===== src/core/fls_pkg.sv =====
// package: timing, the read-array command code and states for the flash bus host
package fls_pkg;

  // clock and data path
  localparam int CLK_PERIOD_NS = 20;
  localparam int DATA_W        = 16;
  localparam int TMR_W         = 8;

  // pin timing in ns (plain defaults, adjust to the fitted part)
  localparam int RESET_LOW_PULSE_TIME_NS  = 100;
  localparam int WAKEUP_TO_DATA_TIME_NS   = 400;
  localparam int RESET_TO_COMMAND_TIME_NS = 1000;
  localparam int READ_ACCESS_TIME_NS      = 100;
  localparam int ADDR_SETUP_TIME_NS       = 10;
  localparam int WE_PULSE_TIME_NS         = 50;
  localparam int DATA_HOLD_TIME_NS        = 10;
  localparam int BUS_GAP_TIME_NS          = 20;

  // least time in ns to whole cycles, never below one
  function automatic int cyc_up(input int ns);
    int c;
    c = (ns + CLK_PERIOD_NS - 1) / CLK_PERIOD_NS;
    return (c < 1) ? 1 : c;
  endfunction : cyc_up

  localparam int RESET_LOW_CYC = cyc_up(RESET_LOW_PULSE_TIME_NS);
  localparam int WAKEUP_CYC    = cyc_up(WAKEUP_TO_DATA_TIME_NS);
  localparam int RECOVERY_CYC  = cyc_up(RESET_TO_COMMAND_TIME_NS);
  localparam int WAKE_CYC      = (WAKEUP_CYC > RECOVERY_CYC) ? WAKEUP_CYC : RECOVERY_CYC;
  localparam int ACCESS_CYC    = cyc_up(READ_ACCESS_TIME_NS);
  localparam int SETUP_CYC     = cyc_up(ADDR_SETUP_TIME_NS);
  localparam int PULSE_CYC     = cyc_up(WE_PULSE_TIME_NS);
  localparam int HOLD_CYC      = cyc_up(DATA_HOLD_TIME_NS);
  localparam int GAP_CYC       = cyc_up(BUS_GAP_TIME_NS);

  // command byte that returns the device to array reads
  localparam logic [7:0] CMD_READ_ARRAY = 8'hFF;

  // bus sequencer states
  typedef enum logic [8:0] {
    ST_PD_START  = 9'h001,
    ST_PD_HOLD   = 9'h002,
    ST_WAKE      = 9'h004,
    ST_IDLE      = 9'h008,
    ST_WR_SETUP  = 9'h010,
    ST_WR_PULSE  = 9'h020,
    ST_WR_HOLD   = 9'h040,
    ST_RD_ACCESS = 9'h080,
    ST_GAP       = 9'h100
  } fls_state_t;

endpackage : fls_pkg


===== src/core/fls_tmr_if.sv =====
// interface: load and done signals between sequencer and cycle timer
`timescale 1ns/1ps
interface fls_tmr_if #(parameter int W = 8);
  logic         load;
  logic [W-1:0] value;
  logic         done;
  modport ctl (output load, output value, input done);
  modport cnt (input load, input value, output done);
endinterface : fls_tmr_if


===== src/core/fls_timer.sv =====
// module: down counter that times each phase of a bus cycle
`timescale 1ns/1ps
module fls_timer #(
  parameter int W = 8
) (
  input  wire logic clk,
  input  wire logic rst,
  fls_tmr_if.cnt    t
);
  import fls_pkg::*;

  typedef struct packed {
    logic [W-1:0] cnt;
  } fls_tmr_st_t;

  fls_tmr_st_t r_reg;
  fls_tmr_st_t r_next;

  // load restarts the count, otherwise count down to zero and stay
  always_comb begin
    r_next = r_reg;
    if (t.load) begin
      r_next.cnt = t.value;
    end else if (r_reg.cnt != '0) begin
      r_next.cnt = r_reg.cnt - W'(1);
    end
  end

  always_ff @(posedge clk or posedge rst) begin
    if (rst) begin
      r_reg <= '0;
    end else begin
      r_reg <= r_next;
    end
  end

  assign t.done = (r_reg.cnt == '0);

endmodule : fls_timer


===== src/core/fls_host.sv =====
// module: host-side bus controller driving an asynchronous parallel flash
`timescale 1ns/1ps
module fls_host #(
  parameter int ADDR_W = 22
) (
  input  wire logic                      clk,
  input  wire logic                      rst,
  // user side
  input  wire logic                      powerdown_req,
  input  wire logic                      wide_mode,
  input  wire logic                      req_valid,
  input  wire logic                      req_write,
  input  wire logic [ADDR_W-1:0]         req_addr,
  input  wire logic [fls_pkg::DATA_W-1:0] req_wdata,
  output logic                           req_ready,
  output logic                           rsp_valid,
  output logic [fls_pkg::DATA_W-1:0]     rsp_rdata,
  output logic                           array_mode,
  output logic                           flash_busy,
  // flash pins
  output logic                           chip_select_a_n,
  output logic                           chip_select_b_n,
  output logic                           output_enable_n,
  output logic                           write_enable_n,
  output logic                           reset_powerdown_n,
  output logic                           width_select,
  output logic [ADDR_W-1:0]              flash_addr,
  output logic [fls_pkg::DATA_W-1:0]     dq_out,
  output logic                           dq_oe,
  input  wire logic [fls_pkg::DATA_W-1:0] dq_in,
  input  wire logic                      ready_busy_level
);
  import fls_pkg::*;

  typedef struct packed {
    fls_state_t          state;
    logic                cs_n;
    logic                oe_n;
    logic                we_n;
    logic                rp_n;
    logic                wide;
    logic [ADDR_W-1:0]   addr;
    logic [DATA_W-1:0]   dq_o;
    logic                dq_oe;
    logic [DATA_W-1:0]   rdata;
    logic                rsp_valid;
    logic                req_ready;
    logic                array_mode;
    logic                busy;
  } fls_host_st_t;

  // reset image: flash held in power-down, bus idle, data released
  localparam fls_host_st_t RST_ST = '{
    state: ST_PD_START, cs_n: 1'b1, oe_n: 1'b1, we_n: 1'b1, rp_n: 1'b0,
    wide: 1'b0, addr: '0, dq_o: '0, dq_oe: 1'b0, rdata: '0,
    rsp_valid: 1'b0, req_ready: 1'b0, array_mode: 1'b0, busy: 1'b0
  };

  fls_host_st_t r_reg;
  fls_host_st_t r_next;

  fls_tmr_if #(.W(TMR_W)) tmr ();

  fls_timer #(
    .W (TMR_W)
  ) u_timer (
    .clk (clk),
    .rst (rst),
    .t   (tmr.cnt)
  );

  //////////////////////////////////////////////////////////////////////////
  // sequencer: power-down, wake-up, read and command-write cycles
  always_comb begin
    r_next           = r_reg;
    tmr.load         = 1'b0;
    tmr.value        = '0;
    r_next.rsp_valid = 1'b0;
    r_next.busy      = ~ready_busy_level;
    if (powerdown_req && (r_reg.state != ST_PD_START) && (r_reg.state != ST_PD_HOLD)) begin
      // abort whatever runs and drop into power-down
      r_next.state     = ST_PD_START;
      r_next.rp_n      = 1'b0;
      r_next.cs_n      = 1'b1;
      r_next.oe_n      = 1'b1;
      r_next.we_n      = 1'b1;
      r_next.dq_oe     = 1'b0;
      r_next.req_ready = 1'b0;
    end else begin
      unique case (r_reg.state)
        ST_PD_START: begin
          // reset pin is low here; start the least pulse time
          r_next.rp_n = 1'b0;
          tmr.load    = 1'b1;
          tmr.value   = TMR_W'(RESET_LOW_CYC - 1);
          r_next.state = ST_PD_HOLD;
        end
        ST_PD_HOLD: begin
          if (tmr.done && !powerdown_req) begin
            r_next.rp_n  = 1'b1;
            tmr.load     = 1'b1;
            tmr.value    = TMR_W'(WAKE_CYC - 1);
            r_next.state = ST_WAKE;
          end
        end
        ST_WAKE: begin
          if (tmr.done) begin
            r_next.state      = ST_IDLE;
            r_next.req_ready  = 1'b1;
            r_next.array_mode = 1'b1;
          end
        end
        ST_IDLE: begin
          r_next.wide = wide_mode;
          if (req_valid && r_reg.req_ready) begin
            r_next.req_ready = 1'b0;
            r_next.addr      = req_addr;
            r_next.cs_n      = 1'b0;
            tmr.load         = 1'b1;
            if (req_write) begin
              // data driven while output enable stays high
              r_next.dq_o  = req_wdata;
              r_next.dq_oe = 1'b1;
              tmr.value    = TMR_W'(SETUP_CYC - 1);
              r_next.state = ST_WR_SETUP;
            end else begin
              r_next.oe_n  = 1'b0;
              tmr.value    = TMR_W'(ACCESS_CYC - 1);
              r_next.state = ST_RD_ACCESS;
            end
          end
        end
        ST_WR_SETUP: begin
          if (tmr.done) begin
            r_next.we_n  = 1'b0;
            tmr.load     = 1'b1;
            tmr.value    = TMR_W'(PULSE_CYC - 1);
            r_next.state = ST_WR_PULSE;
          end
        end
        ST_WR_PULSE: begin
          if (tmr.done) begin
            // write enable rises first so it is the latching edge
            r_next.we_n  = 1'b1;
            tmr.load     = 1'b1;
            tmr.value    = TMR_W'(HOLD_CYC - 1);
            r_next.state = ST_WR_HOLD;
          end
        end
        ST_WR_HOLD: begin
          if (tmr.done) begin
            r_next.cs_n       = 1'b1;
            r_next.dq_oe      = 1'b0;
            r_next.array_mode = (r_reg.dq_o[7:0] == CMD_READ_ARRAY);
            tmr.load          = 1'b1;
            tmr.value         = TMR_W'(GAP_CYC - 1);
            r_next.state      = ST_GAP;
          end
        end
        ST_RD_ACCESS: begin
          if (tmr.done) begin
            // narrow mode reads only the low byte
            r_next.rdata     = r_reg.wide ? dq_in : {8'h00, dq_in[7:0]};
            r_next.rsp_valid = 1'b1;
            r_next.oe_n      = 1'b1;
            r_next.cs_n      = 1'b1;
            tmr.load         = 1'b1;
            tmr.value        = TMR_W'(GAP_CYC - 1);
            r_next.state     = ST_GAP;
          end
        end
        ST_GAP: begin
          // bus idle between cycles so the device floats its outputs
          if (tmr.done) begin
            r_next.req_ready = 1'b1;
            r_next.state     = ST_IDLE;
          end
        end
      endcase
    end
  end

  //////////////////////////////////////////////////////////////////////////
  // state register; system reset also resets the flash
  always_ff @(posedge clk or posedge rst) begin
    if (rst) begin
      r_reg <= RST_ST;
    end else begin
      r_reg <= r_next;
    end
  end

  //////////////////////////////////////////////////////////////////////////
  // outputs straight from the state register
  assign chip_select_a_n   = r_reg.cs_n;
  assign chip_select_b_n   = r_reg.cs_n;
  assign output_enable_n   = r_reg.oe_n;
  assign write_enable_n    = r_reg.we_n;
  assign reset_powerdown_n = r_reg.rp_n;
  assign width_select      = r_reg.wide;
  assign flash_addr        = r_reg.addr;
  assign dq_out            = r_reg.dq_o;
  assign dq_oe             = r_reg.dq_oe;
  assign req_ready         = r_reg.req_ready;
  assign rsp_valid         = r_reg.rsp_valid;
  assign rsp_rdata         = r_reg.rdata;
  assign array_mode        = r_reg.array_mode;
  assign flash_busy        = r_reg.busy;

endmodule : fls_host


===== config.mk =====
export PLATFORM = sky130hd
export DESIGN_NAME = fls_host
export DESIGN_NICKNAME = d
export VERILOG_FILES = /design/src/core/fls_pkg.sv /design/src/core/fls_tmr_if.sv /design/src/core/fls_timer.sv /design/src/core/fls_host.sv
export SDC_FILE = /design/constraint.sdc
export NUM_CORES = 1
export LEC_CHECK = 0
export BUFFER_PORTS_ARGS = -buffer_cell sky130_fd_sc_hd__buf_2
export CAP_MARGIN = 5
export CORE_AREA = 2 2 121 123
export DETAILED_ROUTE_END_ITERATION = 12
export DIE_AREA = 0 0 123 125
export PLACE_DENSITY = 0.56
export SLEW_MARGIN = 25
export SYNTH_ARGS = -nofsm -noshare
export SYNTH_HDL_FRONTEND = slang
export SYNTH_SLANG_ARGS = --single-unit

===== constraint.sdc =====
create_clock -name clk -period 2.5 [get_ports clk]
set_clock_uncertainty 0.1 [all_clocks]
set_input_delay 0.25 -clock clk [delete_from_list [all_inputs] [get_ports clk]]
set_output_delay 0.25 -clock clk [all_outputs]
set_load 0.05 [all_outputs]

# [Yosys cells after proc, flatten, opt, wreduce, memory -nomap -nowiden]
# Cells that the tools add are included.
[word_totals] reg_bits=81 input_bits=61
[op_classes] n_eq_ne=25 muxes=45 addsub=1 n_reduce_logical=29 bitwise=2
[op_table] cell="$pmux W9 S8" count=1
[op_table] cell="$mux W8" count=5
[op_table] cell="$mux W9" count=4
[op_table] cell="$pmux W8 S4" count=1
[op_table] cell="$ne A3 B3 Y1 const B" count=10
[op_table] cell="$reduce_and A4 Y1" count=6
[op_table] cell="$mux W11" count=2
[op_table] cell="$mux W1" count=17
[op_table] cell="$mux W16" count=1
[op_table] cell="$mux W13" count=1
[op_table] cell="$reduce_bool A3 Y1" count=4
[op_table] cell="$mux W10" count=1
[op_table] cell="$pmux W1 S2" count=5
[op_table] cell="$eq A9 B1 Y1 const B" count=1
[op_table] cell="$eq A9 B2 Y1 const B" count=1
[op_table] cell="$eq A9 B3 Y1 const B" count=1
[op_table] cell="$eq A9 B4 Y1 const B" count=1
[op_table] cell="$eq A9 B5 Y1 const B" count=1
[op_table] cell="$eq A9 B6 Y1 const B" count=1
[op_table] cell="$eq A9 B7 Y1 const B" count=1
[op_table] cell="$eq A9 B8 Y1 const B" count=1
[op_table] cell="$eq A9 B9 Y1 const B" count=1
[op_table] cell="$ne A9 B1 Y1 const B" count=1
[op_table] cell="$ne A9 B2 Y1 const B" count=1
[op_table] cell="other kinds (21)" count=33

# [Logic depth before layout (Yosys ltp)]
[logic_depth] depth_word=6 depth_mapped=10 depth_no_buf=8

# [Modules after synthesis]
# From an unflattened synthesis, not the netlist that was laid out.
[unflattened] cells_unflattened=379 area_unflattened_um2=4179.0
[by_module_without_submodules] module="fls_host" cells_per_inst=323 seq_area_each_um2=1831.8 n_inst=1 area_each_um2=3682.3
[by_module_without_submodules] module="fls_timer" cells_per_inst=56 seq_area_each_um2=200.2 n_inst=1 area_each_um2=496.7

# [Least setup slack after synthesis]
# No wires, ideal clock.
[synth_timing] path_type="reg-to-reg" from="reg r_reg[70] (netlist bit)" to="reg r_reg (netlist bit dq_out[0])" t_arrival_ps=2235 period_less_slack_ps=2460 path_buffers=3 setup_ps=125 slack_ps=40 path_stages_with_launch=10 path_cell_list="dfrtp_1 -> buf_6 -> or4_4 -> nor3_4 -> nand4_1 -> nand2b_4 -> or2_1 -> buf_6 -> buf_8 -> mux2_4"
[synth_via] elab_chain_cells=5 word_cells_on_any_way=7 classes_between="eq/ne (3); bitwise (1); reduce/logical (3)"
[synth_rtl] element="from (decl)" line_no="fls_host.sv:59" rtl="fls_host_st_t r_reg;"
[synth_rtl] element="from (signal assigned)" line_no="fls_host.sv:189" rtl="r_reg <= r_next;"
[synth_rtl] element="$ne A9 B1 Y1" line_no="fls_host.sv:80" rtl="if (powerdown_req && (r_reg.state != ST_PD_START) && (r_reg.state != ST_PD_HOLD)) begin"
[synth_rtl] element="$logic_and A1 B1 Y1 (2 in a row)" line_no="fls_host.sv:80"
[synth_rtl] element="$not A1 Y1 (no line)"
[synth_rtl] element="$reduce_and A4 Y1 (no line) (*)"
# Mark *: on every way between the ends. The rest lies on a longest branch, timed or not.
# A chain may end at the register's enable or synchronous reset.

# [Worst setup path after layout]
[layout_timing] from="reg r_reg[68] (netlist bit)" to="reg r_reg (netlist bit dq_out[4])"
# Same word-level chain as after synthesis.

==> impl_results.md <==
- Max-slew violation count: 0
- Clock tree buffer depth: 2
- Count of input and output buffers: 125
- Routed vias/inst: 4.57
- Die H: 125 µm
- Post-route design area: 5100 µm²
- Initial antenna violation count: 0
- CTS tree: yes
- Dpl cell area: 4670 µm²
- Layout cells sized above 1: 44.6%
- Arrival time of the worst setup path: 2.54 ns
- R2R setup slack: 0.08 ns
- Fin nets: 554
- Power Dens Cells: 775 nW/µm²
- Mapped Nets: 455
- Max Cap Violations: 0
- Grt total ovfl: 0
- CTS root buf: clkbuf_16
- P_leak: 2.75 nW
- Die X: 123 µm
- Crit path to: dq_out[4]$_DFFE_PP0P_
- Pre-CTS setup slack: 0.0940 ns
- Row count: 44
- CTS Buf Count: 9
- Reg2Reg Depth: 7
- H-tree levels: 3
- Hold WC Path Type: in -> reg
- Critical path class: reg -> reg
- Final setup margin: 0.0837 ns
- Worst rel slew slack: 51.8%
- Sink Count: 81
- Detailed Route Iter0 Violations: 98
- Clk Latency, worst-skew pair: 0.34 ns
- IO Count: 126
- Routed Antenna Nets: 0
- Peak supply drop: 0.333 mV
- Setup Viol. Count Final: 0
- Async S/R FF share, synth: 100%
- Drt wl/cell: 13.9 µm
- CORE AREA: 14200 µm²
- Actual slew at the worst max-slew pin: 0.722 ns
- Total GRT Usage: 12.5%
- Tmin final: 2.42 ns
- Drt pass-1 iters: 4
- Reg2reg end: dq_out[4]$_DFFE_PP0P_
- Critical Path Start Type: register
- Status: finished, final reports clean
- Worst Path Max Fanout: 9
- Crit path from: r_reg[68]$_DFFE_PP0P_
- Yosys cell types: 53
- Post-route DRC: 0
- Total power: 3.95 mW
- Worst flop-to-flop path startpoint: r_reg[68]$_DFFE_PP0P_
- Req. time, crit path: 2.63 ns
- Global-route wire length before repair: 15000 µm
- Syn avg cell area: 10.5 µm²
- Post-Syn Instances: 392
- Final period util: 96.7%
- Yosys reg bits: 81
- Largest net degree at the start of global routing: 40
- Initial Util: 28.9%
- Gpl congestion: 0.932
- Warnings, synthesis: 0
- Area grow syn2layout: 24.2%
- Number of synthesized flops with an enable pin: 0
- Clk slew on worst S/H paths: 0.06 ns
- Top FF cell, synth: dfrtp_1
- DR vias: 3106
- F_max: 0.414 GHz
- Detail Placement HPWL: 6960 µm
- Cell area after synthesis: 4110 µm²
- Final WL: 9420 µm
- Max FFs per register: 22
- Vias in the first global route: 3097
- RSZ-0062 raised after global routing: yes
- Final hold violation count: 0
- ANT cells: 0
- Seq/Total Area, Yosys: 49.5%
- Full die area: 15400 µm²
- Critical Path End Type: register
==> cells in the final DEF (no fill, tap or decap), types with 4 or more instances in the layout <==
master,Yosys,final
a21oi_1,8,8
buf_2,1,125
buf_4,55,25
clkbuf_16,0,10
dfrtp_1,77,76
dfstp_2,4,4
dlygate4sd3_1,0,7
inv_1,10,9
mux2_2,31,31
mux2_4,8,8
nand2_1,54,54
nand2b_1,5,5
nand3_1,17,17
nand4_1,4,4
nor2_1,23,23
nor3_1,4,4
nor4_1,4,4
o21ai_0,19,19
xnor2_1,4,4
xor2_1,4,4
==> worst max-delay path, stage by stage, from the launching register on <==
cell	delay, ns
dfrtp_1	0.41
or4_4	0.59
nor3_4	0.14
nand4_1	0.16
nand2b_4	0.18
or2_4	0.26
buf_12	0.16
mux2_4	0.29
==> stage by stage <==
step / hold WS, ns / setup TNS [ns] / std cells / util, %
2_1_floorplan: 0.209 / 0 / 392 / -
3_3_place_gp: 0.277 / 0 / 654 / 32.9
3_5_place_dp: 0.291 / 0 / 654 / 32.9
4_1_cts: 0.00129 / 0 / 677 / 35.5
5_1_grt: 0.0127 / -0.00547 / 680 / 35.9
6_report: 0.0130 / 0 / 680 / 35.9
==> worst min-delay path by stage <==
stage	from	end	slack, ns	cells past startpoint
3_5_place_dp	rst	rsp_rdata[5]$_DFFE_PP0P_	0.29	2
3_3_place_gp	rst	rsp_rdata[5]$_DFFE_PP0P_	0.28	2
6_report	dq_in[4]	rsp_rdata[4]$_DFFE_PP0P_	0.01	3
2_1_floorplan	ready_busy_level	flash_busy$_DFF_PP0_	0.21	1
4_1_cts	dq_in[4]	rsp_rdata[4]$_DFFE_PP0P_	0.001	3
5_1_grt	dq_in[4]	rsp_rdata[4]$_DFFE_PP0P_	0.01	3
==> where the power goes <==
group	internal, mW	switching, mW
combinational	0.425	0.624
clock	0.783	0.550
sequential	1.44	0.132
total	2.65	1.31
==> cell usage after synthesis, drive strengths merged, types with 2 or more instances <==
cell type  count  area, µm²
dfrtp         77       1930
buf           59        455
nand2         54        203
mux2          39        469
nor2          23       86.3
o21ai         20        100
nand3         17       85.1
clkbuf        13       48.8
inv           10       37.5
a21oi          8       40.0
nand2b         6       45.0
nor3           5       36.3
dfstp          4        105
nand4          4       25.0
nor4           4       25.0
xnor2          4       35.0
xor2           4       35.0
and3           3       18.8
o211ai         3       22.5
o22ai          3       18.8
a221o          2       20.0
ha             2       25.0
mux2i          2       20.0
nor3b          2       15.0
o31ai          2       28.8
o32ai          2       17.5
or3            2       12.5
or4            2       18.8
==> final cells by class <==
| cell class | count | area (µm²) |
|---|---|---|
| Clock buffer | 9 | 225 |
| Clock inverter | 7 | 80.1 |
| Inverter | 11 | 42.5 |
| Tap cell | 184 | 230 |
| Multi-Input combinational cell | 228 | 1540 |
| Timing Repair Buffer | 160 | 948 |
| Sequential cell | 81 | 2030 |
| Fill cell | 1431 | 9100 |
==> layer usage <==
metal	up-vias	routed length [µm]	GRT usage, %
met4	0	159	4.81
li1	1480	-	-
met1	1512	4150	15.4
met3	14	573	3.28
met5	-	0	0
met2	100	4530	20.7
==> repair_timing <==
item	in CTS	in global routing
hold buffers	7	0
hold endpoints to repair	39	0
setup buffers	0	2
resized for setup	0	3
setup endpoints to repair	0	13
==> logic make-up (layout without fill, tap and decap cells) <==
logic type               count (synthesis)  in the layout  synth area share, %
AND/OR/NAND/NOR                        128            128                 15.0
buffers and inverters                   83            187                 13.3
flip-flops                              81             81                 49.5
AO/OA/AOI/OAI                           49             49                 7.98
multiplexers                            41             41                 11.9
XOR/XNOR                                 8              8                 1.71
adder cells (fa/ha/maj)                  2              2                0.609
Power figures use the tool's default switching activity.
